===== config.mk =====
export PLATFORM = sky130hd
export DESIGN_NAME = instruction_exception_detector
export DESIGN_NICKNAME = d
export VERILOG_FILES = /design/src/hdl/instruction_exception_detector.v /design/src/hdl/align_check.v /design/src/hdl/div_check.v
export VERILOG_INCLUDE_DIRS = /design/src /design/src/hdl
export SDC_FILE = /design/constraint.sdc
export NUM_CORES = 1
export LEC_CHECK = 0
export ABC_AREA = 0
export ABC_CLOCK_PERIOD_IN_PS = 900
export BUFFER_PORTS_ARGS = -buffer_cell sky130_fd_sc_hd__clkbuf_2
export CAP_MARGIN = 0
export CORE_AREA = 2 2 65 67
export DETAILED_ROUTE_END_ITERATION = 8
export DIE_AREA = 0 0 67 69
export PLACE_DENSITY = 0.7
export SYNTH_ARGS = -nofsm -noshare
export SYNTH_HDL_FRONTEND = slang
export SYNTH_SLANG_ARGS = --single-unit

===== constraint.sdc =====
create_clock -name core_clk -period 0.9 [get_ports core_clk]
set_input_delay 0.09 -clock core_clk [delete_from_list [all_inputs] [get_ports core_clk]]
set_output_delay 0.09 -clock core_clk [all_outputs]
set_load 0.01 [all_outputs]

===== src/hdl/exc_defs.vh =====
`ifndef EXC_DEFS_VH
`define EXC_DEFS_VH

// exception kind codes reported on exc_kind
`define EXC_NONE          5'h00
`define EXC_TRAP          5'h01
`define EXC_BREAK         5'h02
`define EXC_UNIMPL        5'h03
`define EXC_ILLEGAL       5'h04
`define EXC_SUPV_INSN     5'h05
`define EXC_SUPV_IADDR    5'h06
`define EXC_SUPV_DADDR    5'h07
`define EXC_MISALIGN_D    5'h08
`define EXC_MISALIGN_DST  5'h09
`define EXC_DIV_ERR       5'h0A
`define EXC_FAST_TLB_I    5'h0B
`define EXC_FAST_TLB_D    5'h0C
`define EXC_DBL_TLB_I     5'h0D
`define EXC_DBL_TLB_D     5'h0E
`define EXC_TLB_PERM_X    5'h0F
`define EXC_TLB_PERM_R    5'h10
`define EXC_TLB_PERM_W    5'h11
`define EXC_MPU_I         5'h12
`define EXC_MPU_D         5'h13

// handler vector select
`define VEC_NONE    2'h0
`define VEC_GENERAL 2'h1
`define VEC_FAST    2'h2
`define VEC_BREAK   2'h3

// access size codes
`define SIZE_BYTE 2'h0
`define SIZE_HALF 2'h1
`define SIZE_WORD 2'h2

// division error operands
`define DIV_MOST_NEG 32'h80000000
`define DIV_MINUS_1  32'hFFFFFFFF

`endif


===== src/hdl/instruction_exception_detector.v =====
// Functional notes
// RQ1: trap instruction raises software trap to general handler.
// RQ2: break instruction goes to break handler, not general exception.
// RQ3: valid but unimplemented instruction raises unimplemented exception.
// RQ4: undefined opcode raises illegal exception when checking on; forced with MMU/MPU.
// RQ5: internally used undefined encodings never raise illegal exception.
// RQ6: user mode with MMU/MPU: supervisor-only instructions raise exception.
// RQ7: MMU user mode fetch from supervisor range raises exception.
// RQ8: MMU user mode load/store/flush to supervisor data raises exception.
// RQ9: misaligned data check forced with MMU/MPU, optional otherwise.
// RQ10: word needs address multiple of four, half of two; bytes always aligned.
// RQ11: control-transfer target check forced with MMU/MPU, optional otherwise.
// RQ12: transfer target misaligned unless multiple of four.
// RQ13: divide by zero or most-negative by minus one raises division error.
// RQ14: TLB miss with exception flag clear sets it, vectors to fast handler.
// RQ15: miss from fetch or data access; data miss is recorded.
// RQ16: TLB miss with exception flag set is double miss to general handler.
// RQ17: TLB permission refusal raises violation reporting execute, read or write.
// RQ18: data-cache init and flush bypass TLB permission checks.
// RQ19: MPU no-match or forbidden region raises region violation.
// RQ20: MPU violation classed instruction or data in cause.
// RQ21: checks of absent units or disabled options tied inactive.
// RQ22: coinciding conditions report exactly one by fixed priority.
`timescale 1ns/1ns
`default_nettype none
`include "exc_defs.vh"

module instruction_exception_detector #(
  parameter HAS_MMU = 0,
  parameter HAS_MPU = 0,
  parameter HAS_HW_DIV = 1,
  parameter OPT_ILLEGAL_CHECK = 1,
  parameter OPT_MISALIGN_DATA = 1,
  parameter OPT_MISALIGN_DST = 1,
  parameter OPT_DIV_ERR = 1
) (
  input wire core_clk,
  input wire reset_n,
  // decode stage classification
  input wire insn_valid,
  input wire is_trap,
  input wire is_break,
  input wire is_unimpl,
  input wire is_undefined,
  input wire is_internal_enc,
  input wire is_supv_only,
  input wire user_mode,
  input wire exception_active_flag,
  // fetch side translation/protection
  input wire fetch_valid,
  input wire fetch_supv_addr,
  input wire fetch_tlb_miss,
  input wire fetch_tlb_no_exec,
  input wire fetch_mpu_fault,
  // data side
  input wire is_load,
  input wire is_store,
  input wire is_dcache_init,
  input wire is_dcache_flush_addr,
  input wire is_dcache_line_op,
  input wire [31:0] data_addr,
  input wire [1:0] data_size,
  input wire data_supv_addr,
  input wire data_tlb_miss,
  input wire data_tlb_no_read,
  input wire data_tlb_no_write,
  input wire data_mpu_fault,
  // control transfers
  input wire is_xfer,
  input wire [31:0] xfer_target,
  // divide
  input wire is_div,
  input wire div_signed,
  input wire [31:0] div_dividend,
  input wire [31:0] div_divisor,
  // report to exception entry
  output reg exc_valid,
  output reg [4:0] exc_kind,
  output reg [1:0] exc_vector,
  output reg miss_is_data,
  output reg set_exception_active,
  output reg keep_saved_state
);
  localparam PROT = (HAS_MMU != 0) || (HAS_MPU != 0);
  localparam EN_ILL = PROT || (OPT_ILLEGAL_CHECK != 0); // RQ4
  localparam EN_MAD = PROT || (OPT_MISALIGN_DATA != 0); // RQ9
  localparam EN_MDST = PROT || (OPT_MISALIGN_DST != 0); // RQ11
  localparam EN_DIV = (HAS_HW_DIV != 0) && (OPT_DIV_ERR != 0); // RQ21
  localparam EN_MMU = (HAS_MMU != 0);
  localparam EN_MPU = (HAS_MPU != 0);

  wire data_access;
  wire data_misaligned;
  wire div_fault;
  wire dst_bad;
  wire c_illegal;
  wire c_supv_insn;
  wire c_supv_i;
  wire c_supv_d;
  wire c_mad;
  wire c_mdst;
  wire c_div;
  wire c_miss_i;
  wire c_miss_d;
  wire c_perm_x;
  wire c_perm_r;
  wire c_perm_w;
  wire c_mpu_i;
  wire c_mpu_d;
  wire data_xlate;
  reg hit;
  reg [4:0] kind;
  reg [1:0] vec;
  reg miss_d;

  assign data_access = is_load || is_store;
  assign data_xlate = data_access || is_dcache_init || is_dcache_flush_addr; // RQ15

  align_check u_align (
    .addr_lo(data_addr[1:0]),
    .size(data_size),
    .misaligned(data_misaligned)
  );

  div_check u_div (
    .dividend(div_dividend),
    .divisor(div_divisor),
    .is_signed(div_signed),
    .div_err(div_fault)
  );

  assign dst_bad = (xfer_target[1:0] != 2'h0); // RQ12

  // option and unit gating keeps absent checks silent
  assign c_illegal = EN_ILL && is_undefined && !is_internal_enc; // RQ4 RQ5 RQ21
  assign c_supv_insn = PROT && user_mode && is_supv_only; // RQ6 RQ21
  assign c_supv_i = EN_MMU && user_mode && fetch_valid && fetch_supv_addr; // RQ7 RQ21
  assign c_supv_d = EN_MMU && user_mode && (data_access || is_dcache_flush_addr) &&
                    data_supv_addr; // RQ8 RQ21
  assign c_mad = EN_MAD && data_access && data_misaligned; // RQ9 RQ21
  assign c_mdst = EN_MDST && is_xfer && dst_bad; // RQ11 RQ21
  assign c_div = EN_DIV && is_div && div_fault; // RQ13 RQ21
  assign c_miss_i = EN_MMU && fetch_valid && fetch_tlb_miss; // RQ15 RQ21
  assign c_miss_d = EN_MMU && data_xlate && data_tlb_miss; // RQ15 RQ21
  // cache maintenance ignores permissions
  assign c_perm_x = EN_MMU && fetch_valid && !fetch_tlb_miss && fetch_tlb_no_exec; // RQ17
  assign c_perm_r = EN_MMU && is_load && !is_dcache_line_op && !data_tlb_miss &&
                    data_tlb_no_read; // RQ17 RQ18
  assign c_perm_w = EN_MMU && is_store && !is_dcache_line_op && !data_tlb_miss &&
                    data_tlb_no_write; // RQ17 RQ18
  assign c_mpu_i = EN_MPU && fetch_valid && fetch_mpu_fault; // RQ19 RQ20 RQ21
  assign c_mpu_d = EN_MPU && data_xlate && data_mpu_fault; // RQ19 RQ20 RQ21

  // fetch faults first, then decode, then execute, then data faults
  always @* begin
    hit = 1'b1;
    kind = `EXC_NONE;
    vec = `VEC_GENERAL;
    miss_d = 1'b0;
    if (c_miss_i) begin // RQ22
      if (exception_active_flag) begin
        kind = `EXC_DBL_TLB_I; // RQ16
      end else begin
        kind = `EXC_FAST_TLB_I; // RQ14
        vec = `VEC_FAST;
      end
    end else if (c_supv_i) begin
      kind = `EXC_SUPV_IADDR; // RQ7
    end else if (c_perm_x) begin
      kind = `EXC_TLB_PERM_X; // RQ17
    end else if (c_mpu_i) begin
      kind = `EXC_MPU_I; // RQ20
    end else if (!insn_valid) begin
      hit = 1'b0;
      vec = `VEC_NONE;
    end else if (is_break) begin
      kind = `EXC_BREAK; // RQ2
      vec = `VEC_BREAK;
    end else if (is_trap) begin
      kind = `EXC_TRAP; // RQ1
    end else if (c_illegal) begin
      kind = `EXC_ILLEGAL; // RQ4
    end else if (is_unimpl) begin
      kind = `EXC_UNIMPL; // RQ3
    end else if (c_supv_insn) begin
      kind = `EXC_SUPV_INSN; // RQ6
    end else if (c_div) begin
      kind = `EXC_DIV_ERR; // RQ13
    end else if (c_mdst) begin
      kind = `EXC_MISALIGN_DST; // RQ11
    end else if (c_mad) begin
      kind = `EXC_MISALIGN_D; // RQ9
    end else if (c_miss_d) begin
      miss_d = 1'b1; // RQ15
      if (exception_active_flag) begin
        kind = `EXC_DBL_TLB_D; // RQ16
      end else begin
        kind = `EXC_FAST_TLB_D; // RQ14
        vec = `VEC_FAST;
      end
    end else if (c_supv_d) begin
      kind = `EXC_SUPV_DADDR; // RQ8
    end else if (c_perm_r) begin
      kind = `EXC_TLB_PERM_R; // RQ17
    end else if (c_perm_w) begin
      kind = `EXC_TLB_PERM_W; // RQ17
    end else if (c_mpu_d) begin
      kind = `EXC_MPU_D; // RQ20
    end else begin
      hit = 1'b0;
      vec = `VEC_NONE;
    end
  end

  // one registered report per cycle; entry logic sees a clean pulse
  always @(posedge core_clk or negedge reset_n) begin
    if (!reset_n) begin
      exc_valid <= 1'b0;
      exc_kind <= `EXC_NONE;
      exc_vector <= `VEC_NONE;
      miss_is_data <= 1'b0;
      set_exception_active <= 1'b0;
      keep_saved_state <= 1'b0;
    end else begin
      exc_valid <= hit; // RQ22
      exc_kind <= kind;
      exc_vector <= vec;
      if (hit && ((kind == `EXC_FAST_TLB_I) || (kind == `EXC_FAST_TLB_D) ||
                  (kind == `EXC_DBL_TLB_I) || (kind == `EXC_DBL_TLB_D))) begin
        miss_is_data <= miss_d; // RQ15
      end
      set_exception_active <= hit && (vec == `VEC_FAST); // RQ14
      keep_saved_state <= hit && ((kind == `EXC_DBL_TLB_I) ||
                                  (kind == `EXC_DBL_TLB_D)); // RQ16
    end
  end
endmodule // instruction_exception_detector

`default_nettype wire


===== src/hdl/align_check.v =====
`timescale 1ns/1ns
`default_nettype none
`include "exc_defs.vh"

module align_check (
  input wire [1:0] addr_lo,
  input wire [1:0] size,
  output wire misaligned
);
  // byte accesses never misalign
  assign misaligned = ((size == `SIZE_WORD) && (addr_lo != 2'h0)) || // RQ10
                      ((size == `SIZE_HALF) && addr_lo[0]); // RQ10
endmodule // align_check

`default_nettype wire


===== src/hdl/div_check.v =====
`timescale 1ns/1ns
`default_nettype none
`include "exc_defs.vh"

module div_check (
  input wire [31:0] dividend,
  input wire [31:0] divisor,
  input wire is_signed,
  output wire div_err
);
  assign div_err = (divisor == 32'h00000000) || // RQ13
                   (is_signed && (dividend == `DIV_MOST_NEG) &&
                    (divisor == `DIV_MINUS_1)); // RQ13
endmodule // div_check

`default_nettype wire


Word level (Yosys, flattened, before mapping)
Cells that the tools add are included.
{ "word_totals": {"elab_cells": 54, "out_inout_bits": 11, "reg_bits": 10} }
{ "op_classes": {"n_eq_ne": 7, "n_reduce_logical": 18, "mux": 24} }
{ "op_table": {"columns": ["cell", "count"], "rows": [
  ["equality test 32 bit (second input constant)", 2],
  ["two-way mux 5 bit", 7],
  ["zero test 32 bit", 1],
  ["two-way mux 2 bit", 7],
  ["equality test 5 x 4 -> 1 bit (second input constant)", 2],
  ["logical AND 1 bit", 10],
  ["two-way mux 1 bit", 9],
  ["equality test 2 bit (second input constant)", 2],
  ["logical OR 1 bit", 4],
  ["two-way mux 4 bit", 1],
  ["nonzero test 2 bit", 2],
  ["equality test 2 x 1 -> 1 bit (second input constant)", 1],
  ["zero test 1 bit", 1]
]} }

Logic depth before layout (Yosys ltp)
Gate-level depths: netlist of the first run.
{ "depth": {"depth_word": 15, "ltp_mapped": 5} }

Modules after synthesis
From an unflattened synthesis of the first run, not the netlist that was laid out.
{ "hier_totals": {"cells_unflattened": 69, "area_unflattened_um2": 614.3} }
{ "modules_own_cells": {"columns": ["module", "instances", "area_each_um2", "cells_each", "seq_area_each_um2"], "rows": [
  ["instruction_exception_detector", 1, 342.8, 30, 200.2],
  ["div_check", 1, 245.2, 35, 0.0],
  ["align_check", 1, 26.3, 4, 0.0]
]} }

Worst setup path before layout of the first run
OpenSTA, ideal clock, no wires.
{ "synth_path": {"path_type": "input to register", "from": "in div_divisor[21]", "to": "reg exc_kind[0]", "arrival_time_ns": 1.057, "setup_time_ns": 0.120, "stages": 5, "slack_ns": -0.277, "n_path_buf": 0, "path_cell_list": "nand4_1 or3_1 nor4_1 a31oi_1 a31o_1"} }
{ "synth_between": {"elab_chain_cells": 10, "elab_cells_between_ends": 11} }
{ "synth_rtl": {"columns": ["element", "line_no", "rtl"], "rows": [
  ["start: declaration", "instruction_exception_detector.v:75", "input wire [31:0] div_divisor,"],
  ["equality test 32 bit (no line)", null, null],
  ["logical AND 1 bit", "div_check.v:12", "(is_signed && (dividend == `DIV_MOST_NEG) &&"],
  ["logical OR 1 bit (*)", "div_check.v:11", "assign div_err = (divisor == 32'h00000000) ||"],
  ["logical AND 1 bit (*)", "instruction_exception_detector.v:142", "assign c_div = EN_DIV && is_div && div_fault;"],
  ["two-way mux 5 bit (*)", "instruction_exception_detector.v:187", "end else if (c_div) begin"],
  ["two-way mux 5 bit (*)", "instruction_exception_detector.v:183", "end else if (is_unimpl) begin"],
  ["two-way mux 5 bit (*)", "instruction_exception_detector.v:181", "end else if (c_illegal) begin"],
  ["two-way mux 5 bit (*)", "instruction_exception_detector.v:179", "end else if (is_trap) begin"],
  ["two-way mux 5 bit (*)", "instruction_exception_detector.v:176", "end else if (is_break) begin"],
  ["two-way mux 5 bit (*)", "instruction_exception_detector.v:173", "end else if (!insn_valid) begin"],
  ["via kind[0]", "instruction_exception_detector.v:112", "reg [4:0] kind;"],
  ["end signal: assignment", "instruction_exception_detector.v:219", "exc_kind <= `EXC_NONE;"],
  ["end signal: assignment", "instruction_exception_detector.v:226", "exc_kind <= kind;"],
  ["end: declaration", "instruction_exception_detector.v:78", "output reg [4:0] exc_kind,"]
]} }
The timed path passes the listed nets; every way through them passes the cells marked *.

Worst setup path in the final report of the first run
{ "layout_path": {"from": "in div_dividend[24]", "to": "reg exc_kind[0]"} }
{ "layout_between": {"elab_chain_cells": 11} }
{ "layout_rtl": {"columns": ["element", "line_no", "rtl"], "rows": [
  ["start: declaration", "instruction_exception_detector.v:74", "input wire [31:0] div_dividend,"],
  ["equality test 32 bit (no line)", null, null],
  ["logical AND 1 bit (2 in series)", "div_check.v:12", null],
  ["logical OR 1 bit", "div_check.v:11", null],
  ["logical AND 1 bit", "instruction_exception_detector.v:142", null],
  ["two-way mux 5 bit", "instruction_exception_detector.v:187", null],
  ["two-way mux 5 bit", "instruction_exception_detector.v:183", null],
  ["two-way mux 5 bit", "instruction_exception_detector.v:181", null],
  ["two-way mux 5 bit", "instruction_exception_detector.v:179", null],
  ["two-way mux 5 bit", "instruction_exception_detector.v:176", null],
  ["two-way mux 5 bit", "instruction_exception_detector.v:173", null],
  ["via kind[0]", "instruction_exception_detector.v:112", null]
]} }
The timed path passes the listed nets, and every way through them passes these cells.

==> results of run 1 <==
[worst paths after layout]
kind,to,slack [ns],cells after the start
min in group asynchronous,keep_saved_state$_DFF_PN0_,0.25,2
max,exc_kind[0]$_DFF_PN0_,-0.25,6
min,exc_vector[0]$_DFF_PN0_,0.12,3
max in group asynchronous,exc_vector[0]$_DFF_PN0_,0.49,2
[report_power, final]
group	leakage (nW)	total [mW]	switching, mW	internal (mW)
Combinational	0.540	0.372	0.160	0.213
Clock	0.0216	0.403	0.116	0.287
Sequential	0.101	0.384	0.00475	0.380
[placed cells by master (no fill, tap or decap), types with 2 or more instances in the layout]
cell type and count:
nand2_1 3, clkbuf_2 90, clkbuf_8 3, a21oi_1 2, nor4_2 3, inv_1 2, nor4b_1 2, or3_1 2
buf_4 9, nor3_2 2, nor4_1 9, nand4_1 10, nor2_1 8, nor4_4 3, dfrtp_1 8, conb_1 4
[metrics by stage]
step                      hold slack [ns]  util (%)
after floorplan                    -0.206         -
after global placement            -0.0617      30.2
after detailed placement          -0.0588      30.2
after CTS                           0.122      32.4
after global routing                0.132      33.5
final                               0.119      33.5
[critical path: cells and delay by family]
family	cells	cell delay [ns]
buffers and inverters	1	0.10
AOI/OAI and AO/OA	2	0.35
and+or+nand+nor	3	0.71
[what timing repair did]
item,in CTS,in global routing
endpoints found under the setup margin,4,4
hold buffers,1,0
resized for setup,5,8
hold endpoints to repair,8,0
pin swaps,2,5
[registers in the layout, summed over array words and instances, names as in the netlist]
register / flops
exc_vector: 2
keep_saved_state: 1
set_exception_active: 1
exc_kind: 4
[cells by family after synthesis]
family | synth area share, %
compound gates | 9.79
buf+inv | 5.11
xor+xnor | 1.49
other cells | 0.638
simple gates | 48.9
flops | 34.0
[layer usage]
layer | routed length (microns) | vias up | track usage [%]
li1 | - | 497 | -
met1 | 887 | 437 | 11.7
met2 | 1200 | 49 | 18.7
met3 | 211 | 0 | 1.47
met4 | 0 | 0 | 3.85
met5 | 0 | - | 0
[final cells by class]
cell class,count,area [sq um]
Fill cell,434,2600
Timing Repair Buffer,101,539
Multi-Input combinational cell,63,462
Sequential cell,8,200
Tap cell,50,62.6
Clock buffer,3,41.3
Inverter,2,7.51
==> impl_metrics.yaml, run 1 <==
status:
  outcome: "finished with violations"
  violations: "setup timing"
place:
  post-place-ws_ns: -0.653
  place_congestion: 0.779
  post_dp_cell_area_sq_um: 1180
  io_buffers: 91
  place_inst: 223
  dp_hpwl_mm: 2.12
routing:
  vias: 983
  dr.first_iter.drc_count: 31
  ant_nets: 0
  drc: 0
  first_pass_iters: 4
  wl_mm: 2.30
  avgViaCountPerCell: 4.33
  wl_per_cell_microns: 10.1
clock_network:
  numCtsBuffers: 3
  clockRootBuffer: "clkbuf_8"
  clkSinkCount: 8
  clkTransAtPathRegs_ns: 0.04
  cts_tree: "yes"
  postCtsSetupBuffers: 0
  h-tree-depth: 1
  clk_path_buf_depth: 2
finish:
  fin_cells: 227
  n_antenna_cell: 0
  drive_above_1_share_pct: 63.8
  fin_nets: 338
  design_area_sq_um: 1310
  synthToLayoutAreaGrowth_pct: 123
synth:
  synth_seq_cells: 8
  ys_types: 24
  avgSynthCellArea_sq_um: 8.06
  yosysWarnings: 0
  syn_inst: 73
  yosys_most_used_dff: "dfrtp_1"
  synth_edf_count: 0
  synth_area_leaders: "dfrtp_1 34%, nor4_1 16%, nand4_1 11%"
  syn_area_sq_um: 588
  synth_top_area_share_pct: 34.0
  async_reset_ff_share_pct: 100
  yosysTopAreaCell: "dfrtp_1"
  synth.most_common_cell: "nor4_1"
  ys_top_cells_by_count: "15 x nor4_1, 10 x nand4_1, 8 x dfrtp_1, 8 x nor2_1"
  ys_seq_area_share_pct: 34.0
critical_path:
  cp_data_required_time_ns: 1.01
  endpoint_kind: "flop"
  cp-start-kind: "primary input"
  crit_slowest_cell: "nor4_4"
  crit_chain: "buf_6, nor4_4, nand2_1, nor4_4, a31oi_4, a31o_1"
  cpPeakStageDelay_ns: 0.34
  cp-startpoint: "div_dividend[24]"
  crit_top_cell: "nor4_4"
  arrival_ns: 1.26
  timing_worst_setup_path_type: "primary input to flop"
  cp_max_fo: 4
sta:
  rsz0062_at_grt: "true"
  setup_viol: 4
  fin_ws_ns: -0.254
  tns_ns: -0.763
  period_needed_ns: 1.15
  max_freq_ghz: 0.867
  hold_violations: 0
  fin_crit_sh_pct: 128
  maxSlewViolCount: 0
power:
  cellPowerDensity_nw_per_um2: 884
  total_power_mw: 1.16
  vdd_drop_max_mv: 0.255
  p_leak_nw: 0.663
global_routing:
  grt_usage_pct: 10.3
  grt_pass1_wl_mm: 3.95
  grt_remaining_overflow: 0
  grt_pass1_vias: 1009
  antenna_found_initial: 0
  grt_max_degree: 9
die:
  fp.dieH_microns: 69
  die_area_sq_um: 4620
  initial_core_util_pct: 15.0
  rows: 23
  die-width_microns: 67
  core_area_sq_um: 3910
  ios: 170
worst_hold_path:
  min_path_type: "primary input to flop"
  holdCritStartpoint: "insn_valid"
job:
  cap_violations: 0
Note: power is estimated with default switching activity, not from simulation.
==> run 2: changes to the inputs <==
--- a/config.mk
+++ b/config.mk
@@ -14,6 +14,7 @@
 export DETAILED_ROUTE_END_ITERATION = 8
 export DIE_AREA = 0 0 67 69
 export PLACE_DENSITY = 0.7
+export SETUP_SLACK_MARGIN = 0.15
 export SYNTH_ARGS = -nofsm -noshare
 export SYNTH_HDL_FRONTEND = slang
 export SYNTH_SLANG_ARGS = --single-unit
==> run 2 against run 1 <==
- the run still ends with setup timing left
- flip-flop and latch count stayed put
- maximum frequency about the same
- final cell count did not move
- routed wire length is essentially flat
- global-route usage unchanged
- clock power about the same
- final area is the same
- clock-buffer cell count did not move
- sequential power about the same
- die area is the same
- worst setup slack hardly changed
- critical path type unchanged
- largest power group unchanged
==> impl_metrics.yaml, run 2 (synthesis gave the netlist of run 1 again) <==
global_routing:
  grt_max_degree: 9
  antenna_found_initial: 0
  grt_pass1_wl_mm: 3.95
  grt_usage_pct: 10.3
  grt_remaining_overflow: 0
  grt_pass1_vias: 1009
routing:
  vias: 983
  wl_per_cell_microns: 10.1
  avgViaCountPerCell: 4.33
  drc: 0
  ant_nets: 0
  dr.first_iter.drc_count: 25
  wl_mm: 2.30
  first_pass_iters: 4
sta:
  setup_viol: 4
  rsz0062_at_grt: "true"
  fin_crit_sh_pct: 128
  worst_hold_slack_ns: 0.119
  hold_violations: 0
  period_needed_ns: 1.15
  max_freq_ghz: 0.867
  tns_ns: -0.764
  maxSlewViolCount: 0
  fin_ws_ns: -0.254
die:
  rows: 23
  ios: 170
  die-width_microns: 67
  die_area_sq_um: 4620
  core_area_sq_um: 3910
  fp.dieH_microns: 69
  initial_core_util_pct: 15.0
place:
  place_congestion: 0.779
  dp_hpwl_mm: 2.12
  post_dp_cell_area_sq_um: 1180
  io_buffers: 91
  place_inst: 223
  post-place-ws_ns: -0.653
critical_path:
  cp_max_fo: 4
  cpPeakStageDelay_ns: 0.34
  path_delay_family: "simple AND/OR/NAND/NOR gates"
  cp-start-kind: "primary input"
  cp_data_required_time_ns: 1.01
  crit_slowest_cell: "nor4_4"
  arrival_ns: 1.26
  cp_num_buf_inv: 1
  crit_top_cell: "nor4_4"
  timing_worst_setup_path_type: "primary input to flop"
  endpoint_kind: "flop"
  crit_chain: "buf_6, nor4_4, nand2_1, nor4_4, a31oi_4, a31o_1"
power:
  vdd_drop_max_mv: 0.255
  cellPowerDensity_nw_per_um2: 883
  total_power_mw: 1.16
  p_leak_nw: 0.665
finish:
  utilization_pct: 33.5
  top_register: "exc_kind"
  largest_reg_flops: 4
  n_antenna_cell: 0
  mostFrequentLayoutCell: "clkbuf_2"
  fin_cells: 227
  drive_above_1_share_pct: 63.8
  synthToLayoutAreaGrowth_pct: 123
  mostFrequentLayoutCells: "81 x clkbuf_2, 10 x nand4_1, 9 x nor4_1, 9 x buf_2, 9 x buf_4"
  reg_top3: "exc_kind x4, exc_vector x2"
  design_area_sq_um: 1310
  nFillCells: 434
  fin_nets: 338
worst_hold_path:
  holdCritStartpoint: "insn_valid"
  min_path_type: "primary input to flop"
  holdPathEnd: "exc_vector[0]$_DFF_PN0_"
  hold_depth: 3
job:
  cap_violations: 0
status:
  violations: "setup timing"
  outcome: "finished with violations"
clock_network:
  postCtsSetupBuffers: 0
  cts_tree: "yes"
  clk_path_buf_depth: 2
  clkSinkCount: 8
  h-tree-depth: 1
  numCtsBuffers: 3
  clkTransAtPathRegs_ns: 0.04
  clockRootBuffer: "clkbuf_8"
## run 2: cell count changes in the layout (fill, tap and decap cells not counted), sizes merged
cell,delta
buf,+9
clkbuf,-9
## run 2: metal layers
layer | vias to the layer above | routed length, microns | track usage (%)
li1 | 497 | - | -
met1 | 437 | 882 | 11.7
met2 | 49 | 1200 | 18.7
met3 | 0 | 214 | 1.47
met4 | 0 | 0 | 3.85
met5 | - | 0 | 0
## run 2: worst max-delay path by stage
| stage | from | endpoint | slack (ns) | cells after the start |
|---|---|---|---|---|
| floorplan | div_dividend[23] | exc_kind[0]$_DFF_PN0_ | -0.22 | 5 |
| global placement | div_dividend[27] | exc_kind[0]$_DFF_PN0_ | -0.70 | 6 |
| detailed placement | div_dividend[23] | exc_kind[0]$_DFF_PN0_ | -0.65 | 6 |
| CTS | div_dividend[23] | exc_kind[0]$_DFF_PN0_ | -0.30 | 6 |
| global route | div_dividend[24] | exc_kind[0]$_DFF_PN0_ | -0.31 | 6 |
| finish | div_dividend[24] | exc_kind[0]$_DFF_PN0_ | -0.25 | 6 |
## run 2: layout make-up
cell class                 count  area (sq um)  area share (%)
multi-input combinational     63           462            35.2
inverter                       2          7.51           0.572
sequential                     8           200            15.3
timing repair buffer         101           539            41.1
tap                           50          62.6            4.77
clock buffer                   3          41.3            3.15
## run 2: power breakdown
| group | internal [mW] | total (mW) | switching [mW] |
|---|---|---|---|
| logic | 0.213 | 0.372 | 0.160 |
| registers | 0.379 | 0.383 | 0.00388 |
| clock network | 0.287 | 0.403 | 0.116 |
## run 2: what timing repair did
item	CTS	global route
gates resized for setup	5	17
hold buffers	1	0
endpoints found under the hold margin	8	0
setup endpoints to repair	13	13
pin swaps	2	5
